**config.mk**
```make
export PLATFORM = sky130hd
export DESIGN_NAME = adc_conversion_mode_sequencer
export DESIGN_NICKNAME = d
export VERILOG_FILES = /design/src/rtl/adc_result_fifo.v /design/src/rtl/adc_conversion_mode_sequencer.v
export VERILOG_INCLUDE_DIRS = /design/src /design/src/include
export SDC_FILE = /design/constraint.sdc
export NUM_CORES = 1
export LEC_CHECK = 0
export BUFFER_PORTS_ARGS = -buffer_cell sky130_fd_sc_hd__clkbuf_2
export CORE_ASPECT_RATIO = 2
export CORE_MARGIN = 4
export CORE_UTILIZATION = 54
export DETAILED_ROUTE_END_ITERATION = 10
export GPL_TIMING_DRIVEN = 0
export HOLD_SLACK_MARGIN = 0.12
export PLACE_DENSITY = 0.8
export SYNTH_ARGS = -nofsm -noshare
export SYNTH_HDL_FRONTEND = slang
export SYNTH_SLANG_ARGS = --single-unit
```
**constraint.sdc**
```tcl
create_clock -name clk -period 3.27 [get_ports clk]
set_input_delay 0.327 -clock clk [delete_from_list [all_inputs] [get_ports clk]]
set_output_delay 0.327 -clock clk [all_outputs]
set_load 0.02 [all_outputs]
```
**src/include/adc_seq_map.vh**
```
// Register offsets, field positions, codes and counts of the conversion sequencer
`ifndef ADC_SEQ_MAP_VH
`define ADC_SEQ_MAP_VH

// Register port byte addresses
`define REG_STATUS          8'h00
`define REG_IRQ_ENABLE      8'h04
`define REG_IRQ_CLEAR       8'h08
`define REG_CONFIG_VIEW     8'h0c
`define REG_FIFO_VIEW       8'h10

// Status, enable and clear bit positions
`define STAT_CONV_DONE      0
`define STAT_THRESHOLD      1
`define STAT_IGNORED        2
`define STAT_WIDTH          3

// Configuration register fields
`define CFG_RESET           12'h000
`define CFG_LONG_SAMPLE     10
`define CFG_DIV_HI          9
`define CFG_DIV_LO          8
`define CFG_MODE_HI         7
`define CFG_MODE_LO         6
`define CFG_THR_HI          3
`define CFG_THR_LO          2

// Conversion modes
`define MODE_SINGLE         2'b00
`define MODE_REPEAT         2'b01
`define MODE_SWEEP          2'b10
`define MODE_REPEAT_SWEEP   2'b11

// Command nibbles; 4'h0 to 4'h7 select a channel
`define CMD_POWER_DOWN      4'h8
`define CMD_READ_CONFIG     4'h9
`define CMD_WRITE_CONFIG    4'ha
`define CMD_TEST_MID        4'hb
`define CMD_TEST_ZERO       4'hc
`define CMD_TEST_FULL       4'hd
`define CMD_READ_FIFO       4'he
`define CMD_CONVERT         4'hf

// Fixed self-test result codes and out-of-range clamp codes
`define TEST_CODE_MID       12'h800
`define TEST_CODE_ZERO      12'h000
`define TEST_CODE_FULL      12'hfff
`define CODE_ALL_ONES       12'hfff
`define CODE_ALL_ZEROS      12'h000

// FIFO threshold per threshold field value
`define THR_CODE0           4'd8
`define THR_CODE1           4'd6
`define THR_CODE2           4'd4
`define THR_CODE3           4'd2

// Conversion clock divider per divider field value
`define DIV_CODE0           8'd1
`define DIV_CODE1           8'd2
`define DIV_CODE2           8'd4
`define DIV_CODE3           8'd8

// Counts in serial clock periods
`define SAMPLE_SHORT_SCLK   8'd12
`define SAMPLE_LONG_SCLK    8'd24
`define CONV_SCLK_PER_DIV   8'd14
`define NIBBLE_BITS         5'd4
`define FRAME_BITS          5'd16

`endif

```
**src/rtl/adc_result_fifo.v**
```verilog
// Eight-entry result FIFO with clear, push and pop
`timescale 1ns/1ps
module adc_result_fifo
(
    input  wire        clk,
    input  wire        reset_n,
    input  wire        clear,
    input  wire        push,
    input  wire [11:0] push_data,
    input  wire        pop,
    output wire [11:0] head_data,
    output reg  [3:0]  count
);
    reg  [11:0] entry [0:7];
    reg  [2:0]  wr_ptr;
    reg  [2:0]  rd_ptr;
    wire        do_push;
    wire        do_pop;

    assign do_push   = push && (count != 4'd8);
    assign do_pop    = pop && (count != 4'd0);
    assign head_data = entry[rd_ptr];

    genvar i;
    generate
        for (i = 0; i < 8; i = i + 1)
        begin : g_entry
            always @(posedge clk)
            begin
                if (!reset_n)
                    entry[i] <= 12'h000;
                else if (do_push && (wr_ptr == i))
                    entry[i] <= push_data;
            end
        end
    endgenerate

    always @(posedge clk)
    begin
        if (!reset_n || clear)
        begin
            wr_ptr <= 3'd0;
            rd_ptr <= 3'd0;
            count  <= 4'd0;
        end
        else
        begin
            if (do_push)
                wr_ptr <= wr_ptr + 3'd1;
            if (do_pop)
                rd_ptr <= rd_ptr + 3'd1;
            if (do_push && !do_pop)
                count <= count + 4'd1;
            else if (do_pop && !do_push)
                count <= count - 4'd1;
        end
    end
endmodule // adc_result_fifo

```
**src/rtl/adc_conversion_mode_sequencer.v**
```verilog
// Serial command front end and conversion mode sequencer of a 12-bit converter
// Behaviour
// [RULE1] Self-test commands return 800h, 000h, FFFh
// [RULE2] Result clamps to all ones or zeros
// [RULE3] Short sampling window lasts twelve serial clocks
// [RULE4] Sweep mode stops at FIFO threshold
// [RULE5] At threshold sweep mode ignores conversion commands
// [RULE6] Repeat-sweep conversion clears FIFO, restarts sweep
// [RULE7] Repeat-sweep: reconfigure discards, or read and rerun
// [RULE8] Host reads FIFO after threshold
// [RULE9] Host selects channel before single/repeat conversions
// [RULE10] Single shot bypasses FIFO; repeat fills it
// [RULE11] Repeat: reconfigure or read; convert after select
// [RULE12] Mode 01 collects FIFO depth on channel; code stops at the FIFO threshold
// [RULE13] Sweep rerun needs no new configuration
// [RULE14] Conversion lasts fourteen times divider serial clocks
// [RULE15] Interrupt when FIFO reaches threshold
`timescale 1ns/1ps
`include "adc_seq_map.vh"
module adc_conversion_mode_sequencer
(
    input  wire        clk,
    input  wire        reset_n,
    input  wire        cs_n,
    input  wire        sclk,
    input  wire        sdi,
    output reg         sdo,
    output wire        sdo_oe,
    output reg  [2:0]  analog_channel,
    output wire        sample_hold,
    input  wire [11:0] raw_code,
    input  wire        above_positive_reference,
    input  wire        below_negative_reference,
    output wire        end_of_conversion,
    input  wire [7:0]  addr,
    input  wire [31:0] wdata,
    input  wire        wr,
    input  wire        rd,
    output reg  [31:0] rdata,
    output wire        irq
);
    localparam ST_IDLE    = 2'd0;
    localparam ST_SAMPLE  = 2'd1;
    localparam ST_CONVERT = 2'd2;

    // Pin synchronisers: three stages, a change counts once stages two and three agree
    reg  [2:0]  cs_sync;
    reg  [2:0]  sclk_sync;
    reg  [2:0]  sdi_sync;
    reg         cs_n_f;
    reg         sclk_f;
    reg         sdi_f;
    reg         sclk_prev;
    reg         cs_n_prev;

    reg  [11:0] configuration_register;
    reg  [1:0]  state;
    reg  [7:0]  phase_cnt;
    reg  [4:0]  bit_cnt;
    reg  [14:0] shift_in;
    reg  [15:0] shift_out;
    reg  [11:0] out_word;
    reg  [2:0]  sel_channel;
    reg         channel_valid;
    reg  [2:0]  sweep_index;
    reg         threshold_hit;
    reg         in_frame;
    reg  [2:0]  status;
    reg  [2:0]  irq_enable;

    wire        sclk_rise;
    wire        sclk_fall;
    wire        frame_start;
    wire        frame_end;
    wire [1:0]  mode;
    wire [3:0]  threshold;
    wire [7:0]  divider;
    wire [7:0]  sample_len;
    wire [7:0]  conv_len;
    wire [3:0]  nibble;
    wire [15:0] command;
    wire        nibble_done;
    wire        command_done;
    wire        convert_req;
    wire        convert_ok;
    wire        restart_sweep;
    wire        conv_finish;
    wire [11:0] conv_result;
    wire        restricted;
    wire        cfg_write;
    wire        fifo_read;
    wire        fifo_push;
    wire        fifo_clear;
    wire [11:0] fifo_head;
    wire [3:0]  fifo_count;
    wire [2:0]  events;

    always @(posedge clk)
    begin
        if (!reset_n)
        begin
            cs_sync   <= 3'b111;
            sclk_sync <= 3'b000;
            sdi_sync  <= 3'b000;
        end
        else
        begin
            cs_sync   <= {cs_sync[1:0], cs_n};
            sclk_sync <= {sclk_sync[1:0], sclk};
            sdi_sync  <= {sdi_sync[1:0], sdi};
        end
    end

    always @(posedge clk)
    begin
        if (!reset_n)
        begin
            cs_n_f    <= 1'b1;
            sclk_f    <= 1'b0;
            sdi_f     <= 1'b0;
            cs_n_prev <= 1'b1;
            sclk_prev <= 1'b0;
        end
        else
        begin
            if (cs_sync[1] == cs_sync[2])
                cs_n_f <= cs_sync[2];
            if (sclk_sync[1] == sclk_sync[2])
                sclk_f <= sclk_sync[2];
            if (sdi_sync[1] == sdi_sync[2])
                sdi_f <= sdi_sync[2];
            cs_n_prev <= cs_n_f;
            sclk_prev <= sclk_f;
        end
    end

    assign sclk_rise   = sclk_f && !sclk_prev;
    assign sclk_fall   = !sclk_f && sclk_prev;
    assign frame_start = !cs_n_f && cs_n_prev;
    assign frame_end   = cs_n_f && !cs_n_prev;

    // Configuration decode
    assign mode       = configuration_register[`CFG_MODE_HI:`CFG_MODE_LO];
    assign threshold  = (configuration_register[`CFG_THR_HI:`CFG_THR_LO] == 2'd0) ? `THR_CODE0 :
                        (configuration_register[`CFG_THR_HI:`CFG_THR_LO] == 2'd1) ? `THR_CODE1 :
                        (configuration_register[`CFG_THR_HI:`CFG_THR_LO] == 2'd2) ? `THR_CODE2 :
                        `THR_CODE3;
    assign divider    = (configuration_register[`CFG_DIV_HI:`CFG_DIV_LO] == 2'd0) ? `DIV_CODE0 :
                        (configuration_register[`CFG_DIV_HI:`CFG_DIV_LO] == 2'd1) ? `DIV_CODE1 :
                        (configuration_register[`CFG_DIV_HI:`CFG_DIV_LO] == 2'd2) ? `DIV_CODE2 :
                        `DIV_CODE3;
    assign sample_len = configuration_register[`CFG_LONG_SAMPLE] ? `SAMPLE_LONG_SCLK
                                                                 : `SAMPLE_SHORT_SCLK; // RULE3
    assign conv_len   = `CONV_SCLK_PER_DIV * divider; // RULE14

    // Command capture, MSB first on rising serial clock
    assign nibble       = {shift_in[2:0], sdi_f};
    assign command      = {shift_in, sdi_f};
    assign nibble_done  = in_frame && sclk_rise && (bit_cnt == `NIBBLE_BITS - 5'd1);
    assign command_done = in_frame && sclk_rise && (bit_cnt == `FRAME_BITS - 5'd1);

    always @(posedge clk)
    begin
        if (!reset_n)
        begin
            in_frame <= 1'b0;
            bit_cnt  <= 5'd0;
            shift_in <= 15'h0000;
        end
        else if (frame_start)
        begin
            in_frame <= 1'b1;
            bit_cnt  <= 5'd0;
        end
        else if (frame_end)
            in_frame <= 1'b0;
        else if (in_frame && sclk_rise)
        begin
            shift_in <= command[14:0];
            if (bit_cnt == `FRAME_BITS - 5'd1)
                in_frame <= 1'b0;
            else
                bit_cnt <= bit_cnt + 5'd1;
        end
    end

    // Conversion admission per mode
    assign restricted    = threshold_hit && mode[1];
    assign convert_req   = nibble_done && (nibble == `CMD_CONVERT) && (state == ST_IDLE);
    assign restart_sweep = convert_req && (mode == `MODE_REPEAT_SWEEP) && threshold_hit; // RULE6 RULE7
    assign convert_ok    = convert_req &&
                           (((mode == `MODE_SINGLE) && channel_valid) ||          // RULE11
                            ((mode == `MODE_REPEAT) && channel_valid && !threshold_hit) || // RULE12
                            ((mode == `MODE_SWEEP) && !threshold_hit) ||          // RULE4 RULE5
                            (mode == `MODE_REPEAT_SWEEP));

    // Sampling window then conversion, both counted in serial clock periods
    always @(posedge clk)
    begin
        if (!reset_n)
        begin
            state     <= ST_IDLE;
            phase_cnt <= 8'd0;
        end
        else
        begin
            case (state)
                ST_IDLE:
                begin
                    phase_cnt <= 8'd0;
                    if (convert_ok)
                        state <= ST_SAMPLE;
                end
                ST_SAMPLE:
                    if (sclk_rise)
                    begin
                        if (phase_cnt == sample_len - 8'd1) // RULE3
                        begin
                            phase_cnt <= 8'd0;
                            state     <= ST_CONVERT;
                        end
                        else
                            phase_cnt <= phase_cnt + 8'd1;
                    end
                ST_CONVERT:
                    if (sclk_rise)
                    begin
                        if (phase_cnt == conv_len - 8'd1) // RULE14
                            state <= ST_IDLE;
                        else
                            phase_cnt <= phase_cnt + 8'd1;
                    end
                default:
                    state <= ST_IDLE;
            endcase
        end
    end

    assign sample_hold       = (state == ST_SAMPLE);
    assign end_of_conversion = (state == ST_IDLE);
    assign conv_finish       = (state == ST_CONVERT) && sclk_rise && (phase_cnt == conv_len - 8'd1);
    assign conv_result       = above_positive_reference ? `CODE_ALL_ONES :   // RULE2
                               below_negative_reference ? `CODE_ALL_ZEROS :
                               raw_code;

    // Command execution at the end of a full frame
    assign cfg_write  = command_done && (nibble_done == 1'b0) && (command[15:12] == `CMD_WRITE_CONFIG);
    assign fifo_read  = command_done && (command[15:12] == `CMD_READ_FIFO);
    assign fifo_push  = conv_finish && (mode != `MODE_SINGLE); // RULE10
    assign fifo_clear = cfg_write || restart_sweep;             // RULE7 RULE11

    always @(posedge clk)
    begin
        if (!reset_n)
        begin
            configuration_register <= `CFG_RESET;
            sel_channel            <= 3'd0;
            channel_valid          <= 1'b0;
            out_word               <= 12'h000;
        end
        else
        begin
            if (conv_finish && (mode == `MODE_SINGLE))
                out_word <= conv_result; // RULE10
            if (command_done)
            begin
                case (command[15:12])
                    `CMD_WRITE_CONFIG:
                    begin
                        configuration_register <= command[11:0];
                        channel_valid          <= 1'b0; // RULE11
                    end
                    `CMD_READ_CONFIG:
                        out_word <= configuration_register;
                    `CMD_READ_FIFO:
                        out_word <= fifo_head;
                    `CMD_TEST_MID:
                        if (!restricted)
                            out_word <= `TEST_CODE_MID; // RULE1
                    `CMD_TEST_ZERO:
                        if (!restricted)
                            out_word <= `TEST_CODE_ZERO; // RULE1
                    `CMD_TEST_FULL:
                        if (!restricted)
                            out_word <= `TEST_CODE_FULL; // RULE1
                    `CMD_CONVERT, `CMD_POWER_DOWN:
                        out_word <= out_word;
                    default:
                        if (!restricted) // RULE5
                        begin
                            sel_channel   <= command[14:12];
                            channel_valid <= 1'b1;
                        end
                endcase
            end
        end
    end

    // Sweep position and threshold tracking
    always @(posedge clk)
    begin
        if (!reset_n)
        begin
            sweep_index   <= 3'd0;
            threshold_hit <= 1'b0;
        end
        else if (fifo_clear)
        begin
            sweep_index   <= 3'd0; // RULE6
            threshold_hit <= 1'b0;
        end
        else
        begin
            if (fifo_push && mode[1])
                sweep_index <= ({1'b0, sweep_index} == threshold - 4'd1) ? 3'd0 : sweep_index + 3'd1; // RULE13
            if (fifo_push && (fifo_count + 4'd1 == threshold))
                threshold_hit <= 1'b1; // RULE4
            else if (fifo_read && (fifo_count == 4'd1))
                threshold_hit <= 1'b0; // RULE8
        end
    end

    always @(posedge clk)
    begin
        if (!reset_n)
            analog_channel <= 3'd0;
        else if (convert_ok)
            analog_channel <= mode[1] ? (restart_sweep ? 3'd0 : sweep_index) : sel_channel;
    end

    adc_result_fifo u_fifo
    (
        .clk       (clk),
        .reset_n   (reset_n),
        .clear     (fifo_clear),
        .push      (fifo_push),
        .push_data (conv_result),
        .pop       (fifo_read),
        .head_data (fifo_head),
        .count     (fifo_count)
    );

    // Serial output: word loaded at frame start, shifted on falling serial clock
    always @(posedge clk)
    begin
        if (!reset_n)
        begin
            shift_out <= 16'h0000;
            sdo       <= 1'b0;
        end
        else if (frame_start)
        begin
            shift_out <= {out_word[10:0], 5'h00};
            sdo       <= out_word[11];
        end
        else if (in_frame && sclk_fall)
        begin
            sdo       <= shift_out[15];
            shift_out <= {shift_out[14:0], 1'b0};
        end
    end

    assign sdo_oe = !cs_n_f;

    // Sticky status; a new event wins over a clear in the same cycle
    assign events[`STAT_CONV_DONE] = conv_finish;
    assign events[`STAT_THRESHOLD] = fifo_push && (fifo_count + 4'd1 == threshold); // RULE15
    assign events[`STAT_IGNORED]   = convert_req && !convert_ok;

    always @(posedge clk)
    begin
        if (!reset_n)
        begin
            status     <= 3'b000;
            irq_enable <= 3'b000;
        end
        else
        begin
            if (wr && (addr == `REG_IRQ_CLEAR))
                status <= (status & ~wdata[`STAT_WIDTH-1:0]) | events;
            else
                status <= status | events;
            if (wr && (addr == `REG_IRQ_ENABLE))
                irq_enable <= wdata[`STAT_WIDTH-1:0];
        end
    end

    assign irq = |(status & irq_enable); // RULE15

    always @(posedge clk)
    begin
        if (!reset_n)
            rdata <= 32'h00000000;
        else if (rd)
        begin
            case (addr)
                `REG_STATUS:      rdata <= {29'h0, status};
                `REG_IRQ_ENABLE:  rdata <= {29'h0, irq_enable};
                `REG_CONFIG_VIEW: rdata <= {20'h0, configuration_register};
                `REG_FIFO_VIEW:   rdata <= {18'h00000, state, threshold_hit, channel_valid, sweep_index,
                                            sel_channel, fifo_count};
                default:          rdata <= 32'h00000000;
            endcase
        end
        else
            rdata <= 32'h00000000;
    end
endmodule // adc_conversion_mode_sequencer

```
After elaboration in Yosys (flattened, before gate mapping). Memories as Yosys holds them, arrays and structs flattened. A register that Yosys moved wholly into a read port is not among the register bits. Cells that the tools add are included.

Flip-flop bits (word level): 140. Memories: 1. Bits in writable memories: 96. Output and inout bits: 40.

Memory list: u_fifo.entry (depth 8, width 12, read ports 1, clocked after memory_dff 1, wr ports 8, line adc_result_fifo.v:14) `reg [11:0] entry [0:7];`.

Equal/unequal tests: 48. Muxes and demuxes: 80. Multiply operators: 1. Bitwise logic cells: 21. Add/subtract/negate cells: 10. Reduce and logical (&&, ||, !) cells: 86.

Operator list (number): $mux W12 (15); $pmux W12 S6 (1); $pmux W14 S4 (1); $logic_and A1 B1 Y1 (43); $eq A4 B4 Y1 const B (9); $mux W1 (34); $mux W16 (2); $mux W8 (4); $mux W3 (8); $mux W4 (6); $pmux W8 S3 (1); $eq A8 B4 Y1 const B (2); $eq A8 B8 Y1 (2); $eq A3 B3 Y1 const B (4); $reduce_and A3 Y1 (4); $eq A2 B2 Y1 const B (5); $mux W2 (5); $ne A2 B1 Y1 const B (5); $add A3 B1 Y3 const B (3); $logic_not A1 Y1 (9); $reduce_bool A3 Y1 (3); $add A8 B1 Y8 const B (1); $eq A2 B1 Y1 const B (4); $eq A8 B3 Y1 const B (1); other kinds (38) (74).

Logic depth before layout (Yosys ltp). Gate-level depths: netlist of the first run.

Word-level depth: 15. Gate-level depth with buffers: 13. Gate-level depth less buffers: 12.

By module. A second synthesis of the first run with hierarchy kept.

Cells, all modules: 1024. Area total of the unflattened synthesis: 10664.0 um^2.

By module, submodules not included: adc_conversion_mode_sequencer (seq. area each 2242.2 um^2, times used 1, area each 5725.5 um^2, cells each 671); adc_result_fifo (seq. area each 3143.0 um^2, times used 1, area each 4938.5 um^2, cells each 353).

Worst setup path after synthesis of the first run. Ideal clock, no wire load.

Path type: reg2reg. Start: register configuration_register[9]. End: register u_fifo.count[3]. Path buffers: 2. Path slack: 63 ps. Stages on the path, launching flop included: 14. Library setup time: 117 ps. Data arrival time: 3090 ps. Path through: dfxtp_1 inv_1 ha_1 a22oi_1 o311a_1 or4_1 buf_4 nor3_2 buf_2 ha_1 nand4_1 a21oi_1 xnor2_1 nor2_1.

Longest elaborated chain between the ends: 13.

Ends and longest elaborated chain: from (decl) (line adc_conversion_mode_sequencer.v:56) `reg [11:0] configuration_register;`; from (signal assigned) (line adc_conversion_mode_sequencer.v:256) `` configuration_register <= `CFG_RESET; ``; from (signal assigned) (line adc_conversion_mode_sequencer.v:270) `configuration_register <= command[11:0];`; $eq A2 B2 Y1 (line adc_conversion_mode_sequencer.v:150) `` (configuration_register[`CFG_DIV_HI:`CFG_DIV_LO] == 2'd2) ? `DIV_CODE2 : ``; $mux W4 (no source line) (2 in series); $mux W4 (no source line) *; $mul A3 B4 Y7 (no source line) *; $sub A8 B1 Y8 * (line adc_conversion_mode_sequencer.v:241) `assign conv_finish = (state == ST_CONVERT) && sclk_rise && (phase_cnt == conv_len - 8'd1);`; $eq A8 B8 Y1 * (line adc_conversion_mode_sequencer.v:241); $logic_and A1 B1 Y1 * (line adc_conversion_mode_sequencer.v:241); $logic_and A1 B1 Y1 * (line adc_conversion_mode_sequencer.v:249) `` assign fifo_push = conv_finish && (mode != `MODE_SINGLE); ``; $logic_and A1 B1 Y1 * (line adc_result_fifo.v:20) `assign do_push = push && (count != 4'd8);`; via u_fifo.do_push (line adc_result_fifo.v:17) `wire do_push;`; $logic_not A1 Y1 (line adc_result_fifo.v:54) `else if (do_pop && !do_push)`; $logic_and A1 B1 Y1 (line adc_result_fifo.v:54); $reduce_bool A2 Y1 (no source line); to (signal assigned) (line adc_result_fifo.v:53) `count <= count + 4'd1;`; to (signal assigned) (line adc_result_fifo.v:55) `count <= count - 4'd1;`; to (decl) (line adc_result_fifo.v:12) `output reg [3:0] count`.

Mark *: on every way through the listed nets, which the timed path passes. The rest lies on a longest branch. A chain may end at the register's enable or synchronous reset.

==> results of run 1 <==
synth_stat cells (3+ instances only):
cell type	count	area, sq um
a2111oi_0	11	96.3
a211oi_1	20	150
a21boi_0	3	22.5
a21oi_1	70	350
a221oi_1	4	35.0
a22oi_1	13	97.6
a31o_2	3	26.3
a31oi_1	5	31.3
and2_1	12	75.1
and3_1	6	37.5
buf_1	8	30.0
buf_2	16	80.1
buf_4	19	143
clkbuf_1	44	165
dfxtp_1	125	2500
edfxtp_1	96	2880
ha_1	30	375
inv_1	32	120
mux2_2	19	214
mux2i_1	52	521
mux4_2	12	270
nand2_1	89	334
nand2b_1	7	43.8
nand3_1	22	110
nand3b_1	7	52.6
nand4_1	5	31.3
nand4b_1	3	26.3
nor2_1	185	694
nor2b_1	28	175
nor3_1	11	55.1
nor4b_1	4	35.0
o211ai_1	4	30.0
o21a_1	6	45.0
o21ai_0	12	60.1
o221ai_1	14	123
o22ai_1	13	81.3
o31ai_1	14	105
or4_1	3	22.5
xnor2_1	12	105
xor2_1	12	105
report_power, final:
part / switching, mW / internal, mW / total (mW)
registers: 0.0207 / 2.93 / 2.96
clock network: 0.994 / 1.30 / 2.29
logic: 0.148 / 0.0722 / 0.220
kinds of logic after synthesis:
kind of cell	after synthesis	synth area share, %
other	1	0.0350
DFF	221	50.2
xor gates and xnor gates	24	1.96
AOI/OAI and AO/OA	203	12.8
adders and majority gates	31	3.59
and+or+nand+nor	397	17.0
muxes	83	9.37
buffers and inverters	120	5.05
cell usage in the layout (no fill, tap or decap), types with 16 or more instances in the layout:
cell type,Yosys,final
clkbuf_16,0,19
edfxtp_1,96,96
buf_2,16,16
nor2_1,185,185
conb_1,1,18
inv_1,32,33
dfxtp_1,125,123
nand3_1,22,22
nor2b_1,28,28
a21oi_1,70,68
clkbuf_2,0,51
a211oi_1,20,20
buf_4,19,22
mux2i_1,52,52
ha_1,30,28
clkbuf_1,44,46
nand2_1,89,84
mux2_2,19,19
worst min path at each step:
stage / endpoint / slack [ps] / cells after the start
detailed placement: cs_sync[1]$_SDFF_PN1_ / 400 / 1
global placement: cs_sync[1]$_SDFF_PN1_ / 390 / 1
finish: irq_enable[2]$_SDFFE_PN0P_ / 140 / 3
floorplan: cs_sync[1]$_SDFF_PN1_ / 390 / 1
CTS: irq_enable[2]$_SDFFE_PN0P_ / 130 / 3
global route: irq_enable[2]$_SDFFE_PN0P_ / 160 / 3
layer usage:
metal / part of all wire (%) / global-route usage (%)
met3: 4.9 / 3.24
met2: 56 / 47.9
met4: 7.4 / 16.6
met5: 0 / 0
met1: 32 / 22.9
flip-flops by register name, summed over array words and instances (netlist names), 2 cells and up, named ones only:
signal,count
phase_cnt,8
sweep_index,3
sel_channel,3
u_fifo.wr_ptr,3
status,3
sclk_sync,3
shift_in,15
shift_out,11
irq_enable,3
state,2
u_fifo.count,4
configuration_register,12
u_fifo.entry,96
analog_channel,3
u_fifo.rd_ptr,3
bit_cnt,5
out_word,12
cs_sync,3
rdata,14
sdi_sync,3
area by class of cell:
type,instances,share of cell area [%]
Inverter,33,1.02
Timing Repair Buffer,62,2.92
Clock inverter,8,0.741
Clock buffer,25,4.34
Buffer,87,3.53
Sequential cell,221,44.4
Tap cell,259,2.67
Multi-Input combinational cell,756,40.4
through the flow:
stage / total power [mW] / instances
finish: 5.47 / 1451
floorplan: 3.15 / 1097
CTS: 5.48 / 1448
global placement: 3.22 / 1407
global route: 5.62 / 1451
detailed placement: 3.23 / 1407
critical path: stages, from the launching register on:
cell	delay (ps)
dfxtp_4	420
inv_1	130
ha_4	300
a22oi_1	80
o311a_1	290
or4_1	540
buf_6	180
nor4_4	260
buf_4	200
nand2_1	100
clkbuf_1	280
nor2_1	160
what timing repair did:
action	4_1_cts	5_1_grt
pin swaps	2	1
endpoints found under the setup margin	198	66
setup buffers	1	3
hold buffers	7	0
endpoints found under the hold margin	8	0
resized for setup	12	9
==> impl_metrics.toml, run 1 <==
[outcome]
outcome = "complete, no violations"

[sta]
rsz0062_at_grt = "false"
fmax_mhz = 323
relSlewSlack_pct = 26.5
fin_skew_ps = 11.1
period_share_pct = 94.8
worst_slew_pin_slew_ps = 1090
hold_slack_ps = 139
fin_tns_setup_ps = 0
finalHoldViolCount = 0
setup_violations = 0
maxSlewViolCount = 0
finalWorstSetupSlack_ps = 171
min_period_ps = 3100

[setup_path]
r2r_slack_ps = 170
startpoint = "configuration_register[8]$_SDFFE_PN0P_"
arrival_ps = 3460
critPathMaxFanout = 10
crit_required_ps = 3630
reg2reg_from = "configuration_register[8]$_SDFFE_PN0P_"
r2r_end = "u_fifo.entry[3][6]$_SDFFCE_PN0P_"
reg2reg_depth = 11
crit_end = "u_fifo.entry[3][6]$_SDFFCE_PN0P_"
criticalPathCategory = "flip-flop to flip-flop"
endpoint_kind = "flip-flop"
worst_setup_path_start_kind = "flip-flop"

[layout]
layout-drive-gt1-share_pct = 14.4
multi_input_area_sq_um = 4910
antenna_cells = 0
nNetsFinal = 1271
register_area_sq_um = 5390
final_util_pct = 62.5
final_area_sq_um = 12200
fillCellCount = 1638
syn_to_final_growth_pct = 13.3

[detailed_routing]
routedWlPerCell_microns = 19.1
detail_route.first_pass.iterations = 6
totalWireLength_microns = 27700
ant_nets = 0
drt-initial-drc-count = 547
drc_errors = 0
vias_per_cell = 5.85
dr_total_vias = 8483

[yosys]
synthCells = 1080
yosys_warnings = 0
syn-cell-area_sq_um = 10700
synth_area_per_cell_sq_um = 9.93
synthArstFlopShare_pct = 0
synth_edf_count = 96
synth_cell_types = 63
synth_seq_cells = 221
synthFlopType = "dfxtp_1"
synth_seq_area_share_pct = 50.2

[clock_tree]
cts_tree = "done"
clock_sinks = 221
htreeDepth = 1
clkSlewWorstSetupHoldPaths_ps = 70
clock_latency_ps = 500
clock_path_buffers = 3
cts_made_buffers = 19
clock-root-buffer = "clkbuf_16"

[placement]
dp_slack_ps = -601
place_area_sq_um = 11400
dp_hpwl_microns = 21100
numPortBuffers = 51
gp_congestion = 0.958

[global_route]
grt_pass1_vias = 8607
gr-total-overflow = 0
grt_usage_pct = 24.7
antenna_found_initial = 0
grt_max_degree = 18
grt_first_pass_wirelength_microns = 43700

[worst_hold_path]
hp-class = "input port to flip-flop"
min_from = "wr"

[floorplan]
row_count = 72
start_util_pct = 55.1
pin_count = 101
fp.dieW_microns = 108
die_h_microns = 207
core_area_sq_um = 19500
die_area_sq_um = 22300

[pwr]
p_leak_nw = 4.65
pwr_density_cell_nw_per_um2 = 450
ir_drop_v = 0.000306

[run]
max-cap-violations = 0
(Power assumes the default switching activity.)
==> run 2, diff against run 1 <==
--- a/config.mk
+++ b/config.mk
@@ -6,14 +6,14 @@
 export SDC_FILE = /design/constraint.sdc
 export NUM_CORES = 1
 export LEC_CHECK = 0
-export BUFFER_PORTS_ARGS = -buffer_cell sky130_fd_sc_hd__clkbuf_2
 export CORE_ASPECT_RATIO = 2
 export CORE_MARGIN = 4
-export CORE_UTILIZATION = 54
+export CORE_UTILIZATION = 58
 export DETAILED_ROUTE_END_ITERATION = 10
+export DONT_BUFFER_PORTS = 1
 export GPL_TIMING_DRIVEN = 0
 export HOLD_SLACK_MARGIN = 0.12
-export PLACE_DENSITY = 0.8
+export PLACE_DENSITY = 0.79
 export SYNTH_ARGS = -nofsm -noshare
 export SYNTH_HDL_FRONTEND = slang
 export SYNTH_SLANG_ARGS = --single-unit
==> run 2 against run 1 <==
  * Register-to-register slack worse by 40 ps
  * Via count decreased by 1.6%
  * Clock power shrank 5%
  * Utilization grew 3.0 points
  * Critical path depth is 1 higher
  * Clock skew rose by 8.8 ps
  * Worst setup slack worse by 36 ps
  * Routed wire length is 5.3% higher
  * Sequential power hardly changed
  * Sequential share of layout area grew 0.87 points
==> impl_metrics.toml, run 2 (synthesis gave the netlist of run 1 again) <==
[detailed_routing]
vias_per_cell = 6.09
ant_nets = 0
drt-initial-drc-count = 503
dr_total_vias = 8344
drc_errors = 0
routedWlPerCell_microns = 21.3
totalWireLength_microns = 29100
detail_route.first_pass.iterations = 5

[setup_path]
critPathMaxFanout = 4
endpoint_kind = "flip-flop"
criticalPathCategory = "flip-flop to flip-flop"
worst_setup_path_start_kind = "flip-flop"
cp_slowest_cell = "or2_2"
crit_required_ps = 3650
crit_top_cell = "ha_1"
arrival_ps = 3520
worstPathCellList = "ha_1 > and3_1 > ha_1 > nand4b_1 > or2_2 > a21oi_4 > inv_1 > ha_4 > or4_1 > a21oi_1 > xnor2_1 > nor2_1"
cp_slowest_stage_delay_ps = 470

[sta]
finalHoldViolCount = 0
relSlewSlack_pct = 20.1
maxSlewViolCount = 0
fmax_mhz = 319
finalWorstSetupSlack_ps = 135
setup_violations = 0
worst_slew_pin_slew_ps = 1180
period_share_pct = 95.9
min_period_ps = 3130
fin_tns_setup_ps = 0
fin_skew_ps = 19.9

[clock_tree]
clock_path_buffers = 3
cts_tree = "done"
htreeDepth = 1
clock_sinks = 221
clock-root-buffer = "clkbuf_16"
cts_made_buffers = 19
clock_latency_ps = 510
clkSlewWorstSetupHoldPaths_ps = 70

[global_route]
antenna_found_initial = 0
grt_usage_pct = 27.7
gr-total-overflow = 0
grt_pass1_vias = 8621
grt_max_degree = 17
grt_first_pass_wirelength_microns = 45500

[layout]
antenna_cells = 0
largest_reg_flops = 96
final_common_cell = "nor2_1"
mostFrequentLayoutCells = "nor2_1 (185), dfxtp_1 (123), edfxtp_1 (96), nand2_1 (84), a21oi_1 (69)"
syn_to_final_growth_pct = 11.1
fillCellCount = 1501
top_regs = "u_fifo.entry: 96 flops, shift_in: 15 flops, rdata: 14 flops"
largest-register = "u_fifo.entry"
nNetsFinal = 1231
layout-drive-gt1-share_pct = 11.1
instances_no_fill = 1369

[floorplan]
die_area_sq_um = 20900
fp.dieW_microns = 104
row_count = 70
die_h_microns = 200
core_area_sq_um = 18200
start_util_pct = 58.9
pin_count = 101

[pwr]
pwr_density_cell_nw_per_um2 = 447
p_leak_nw = 4.48
p_total_mw = 5.33
ir_drop_v = 0.000437

[placement]
dp_hpwl_microns = 21900
dp_slack_ps = -680
gp_congestion = 0.971
numPortBuffers = 0
dp.cells = 1313

[run]
max-cap-violations = 0

[outcome]
outcome = "complete, no violations"

[worst_hold_path]
hp-class = "input port to flip-flop"
[run 2: changes by cell type in the layout (fill, tap and decap cells not counted), moves of 2 or more]
cell and change:
a21oi_2 -2, buf_4 +3, bufinv_16 -2, clkbuf_1 -2, clkbuf_2 -49, clkinv_2 +3, clkinvlp_2 +3, dlygate4sd3_1 +9
[run 2: per-layer routing]
metal  wire, microns  GRT usage, %  vias to the layer above  part of all wire [%]
li1                -             -                     3931                     -
met1            9070          25.6                     3946                    31
met2           16300          54.3                      345                    56
met3            1380          2.87                      122                   4.7
met4            2340          20.1                        0                   8.0
met5               0             0                        -                     0
[run 2: through the flow]
step | hold WS, ps | util, % | cell area, sq um
floorplan | 386 | - | 10800
global placement | 387 | 60.7 | 11100
detailed placement | 397 | 60.7 | 11100
CTS | 198 | 65.1 | 11900
global route | 227 | 65.4 | 11900
finish | 210 | 65.4 | 11900
[run 2: final timing paths]
| kind | start | end | slack, ps | cells past startpoint |
|---|---|---|---|---|
| max | bit_cnt[0]$_SDFFE_PP0P_ | u_fifo.count[3]$_SDFFE_PP0P_ | 140 | 12 |
| min | addr[3] | rdata[0]$_SDFF_PN0_ | 210 | 3 |
| max reg2reg | bit_cnt[0]$_SDFFE_PP0P_ | u_fifo.count[3]$_SDFFE_PP0P_ | 140 | 12 |
| min reg2reg | cs_sync[0]$_SDFF_PN1_ | cs_sync[1]$_SDFF_PN1_ | 410 | 1 |
[run 2: area by class of cell]
| class | instances | area, sq um | area share [%] |
|---|---|---|---|
| clock buffer | 24 | 534 | 4.48 |
| timing repair buffer | 22 | 205 | 1.72 |
| multi-input combinational | 756 | 4920 | 41.2 |
| inverter | 33 | 124 | 1.04 |
| buffer | 87 | 427 | 3.58 |
| sequential | 221 | 5390 | 45.2 |
| clock inverter | 10 | 52.6 | 0.441 |
| tap | 216 | 270 | 2.27 |
[run 2: worst max-delay path, delay by kind of cell (launching register included)]
family | cells | cell delay (ps)
AND/OR/NAND/NOR | 5 | 1440
adder cells (fa/ha/maj) | 3 | 570
AO/OA/AOI/OAI | 2 | 400
flip-flops | 1 | 370
XOR/XNOR | 1 | 140
buffers and inverters | 1 | 100
[run 2: where the power goes]
group / internal [mW] / switching, mW
logic: 0.0616 / 0.150
clock network: 1.16 / 1.01
registers: 2.93 / 0.0213
[run 2: repair_timing]
action | in CTS | in global routing
endpoints found under the setup margin | 198 | 117
hold buffers | 16 | 0
pin swaps | 2 | 0
resized for setup | 14 | 6
endpoints found under the hold margin | 13 | 0
setup buffers | 3 | 3
==> run 3, diff against run 2 <==
--- a/config.mk
+++ b/config.mk
@@ -13,7 +13,7 @@
 export DONT_BUFFER_PORTS = 1
 export GPL_TIMING_DRIVEN = 0
 export HOLD_SLACK_MARGIN = 0.12
-export PLACE_DENSITY = 0.79
+export PLACE_DENSITY_LB_ADDON = 0.1
 export SYNTH_ARGS = -nofsm -noshare
 export SYNTH_HDL_FRONTEND = slang
 export SYNTH_SLANG_ARGS = --single-unit
==> run 3 against run 2 <==
  * Sequential power barely moved
  * Critical path depth shrank 1
  * Register-to-register slack gained 20 ps
  * Largest cell class unchanged
  * Via count is 1.7% lower
  * Clock skew up 2.0 ps
  * Routed wire length decreased by 1.5%
==> impl_metrics.toml, run 3 (synthesis gave the netlist of run 1 again) <==
[outcome]
outcome = "complete, no violations"

[sta]
period_share_pct = 95.2
fmax_mhz = 321
fin_skew_ps = 21.9
relSlewSlack_pct = 19.5
maxSlewViolCount = 0
finalWorstSetupSlack_ps = 158
setup_violations = 0
finalHoldViolCount = 0
rsz0062_at_grt = "false"
min_period_ps = 3110
worst_slew_pin_slew_ps = 1190

[layout]
antenna_cells = 0
mostFrequentLayoutCells = "nor2_1 (185), dfxtp_1 (123), edfxtp_1 (96), nand2_1 (84), a21oi_1 (68)"
top_regs = "u_fifo.entry: 96 flops, shift_in: 15 flops, rdata: 14 flops"
syn_to_final_growth_pct = 11.3
final_common_cell = "nor2_1"
nNetsFinal = 1229
largest-register = "u_fifo.entry"
layout-drive-gt1-share_pct = 10.6
largest_reg_flops = 96

[floorplan]
die_h_microns = 200
die_area_sq_um = 20900
row_count = 70
pin_count = 101
start_util_pct = 58.9
core_area_sq_um = 18200
fp.dieW_microns = 104

[pwr]
p_leak_nw = 4.45
pwr_density_cell_nw_per_um2 = 452
p_total_mw = 5.40
ir_drop_v = 0.000498

[detailed_routing]
dr_total_vias = 8199
routedWlPerCell_microns = 21.0
drt-initial-drc-count = 427
vias_per_cell = 5.99
drc_errors = 0
totalWireLength_microns = 28700
ant_nets = 0
detail_route.first_pass.iterations = 8

[setup_path]
worst_setup_path_start_kind = "flip-flop"
crit_required_ps = 3610
arrival_ps = 3450
critPathMaxFanout = 10
reg2reg_depth = 11
criticalPathCategory = "flip-flop to flip-flop"
endpoint_kind = "flip-flop"

[placement]
gp_congestion = 0.899
numPortBuffers = 0
dp_slack_ps = -581
dp_hpwl_microns = 21800

[clock_tree]
cts_tree = "done"
htreeDepth = 1
clock-root-buffer = "clkbuf_16"
cts_made_buffers = 20
clkSlewWorstSetupHoldPaths_ps = 60
clock_sinks = 221
clock_path_buffers = 3
clock_latency_ps = 500

[global_route]
grt_usage_pct = 27.4
grt_first_pass_wirelength_microns = 45100
gr-total-overflow = 0
antenna_found_initial = 0
grt_pass1_vias = 8474
grt_max_degree = 16

[run]
max-cap-violations = 0

[worst_hold_path]
hp-class = "input port to flip-flop"
whs_path_depth = 3
run 3: power breakdown:
group | total (mW) | internal [mW] | switching [mW]
Clock | 2.23 | 1.22 | 1.01
Combinational | 0.214 | 0.0625 | 0.152
Sequential | 2.96 | 2.94 | 0.0208
Total | 5.40 | 4.22 | 1.18
run 3: per-stage QoR:
stage | utilization, % | setup TNS [ps] | cells | instance area (sq um) | hold slack, ps
6_report | 65.5 | 0 | 1368 | 11900 | 263
3_3_place_gp | 60.7 | -56910 | 1313 | 11100 | 394
3_5_place_dp | 60.7 | -58770 | 1313 | 11100 | 400
2_1_floorplan | - | 0 | 1097 | 10800 | 386
4_1_cts | 65.2 | 0 | 1367 | 11900 | 215
5_1_grt | 65.5 | 0 | 1368 | 11900 | 257
run 3: layout make-up:
cell class	instances	area (sq um)
repair buffers	19	185
flip-flops and latches	221	5390
fillers	1478	6280
clock inverters	7	70.1
inverters	33	124
plain buffers	87	435
clock buffers	29	534
multi-input cells	756	4930
well taps	216	270
run 3: critical path, cell delays in order (launching register included):
cell     delay (ps)
dfxtp_4         390
inv_1           180
ha_1            260
a22oi_2         100
o311a_1         280
or4_1           540
buf_6           180
nor4_4          260
buf_4           210
nand3_1         160
buf_2           260
nor2_1          130
run 3: timing repair:
| item | 4_1_cts | 5_1_grt |
|---|---|---|
| pin swaps | 2 | 1 |
| setup buffers | 1 | 1 |
| setup endpoints to repair | 205 | 82 |
| hold buffers | 17 | 0 |
| gates resized for setup | 12 | 18 |
| endpoints found under the hold margin | 11 | 0 |
run 3: worst paths after layout:
| kind | start | to | slack [ps] |
|---|---|---|---|
| max | configuration_register[8]$_SDFFE_PN0P_ | u_fifo.entry[2][1]$_SDFFCE_PN0P_ | 160 |
| min reg2reg | cs_sync[0]$_SDFF_PN1_ | cs_sync[1]$_SDFF_PN1_ | 410 |
| max reg2reg | configuration_register[8]$_SDFFE_PN0P_ | u_fifo.entry[2][1]$_SDFFCE_PN0P_ | 160 |
| min | addr[3] | rdata[1]$_SDFF_PN0_ | 260 |
run 3: metal layers:
metal / vias to the layer above / wire length [microns] / track usage [%]
li1: 3942 / - / -
met1: 3893 / 9180 / 25.7
met2: 252 / 16100 / 53.9
met3: 112 / 1140 / 2.52
met4: 0 / 2260 / 19.3
met5: - / 0 / 0
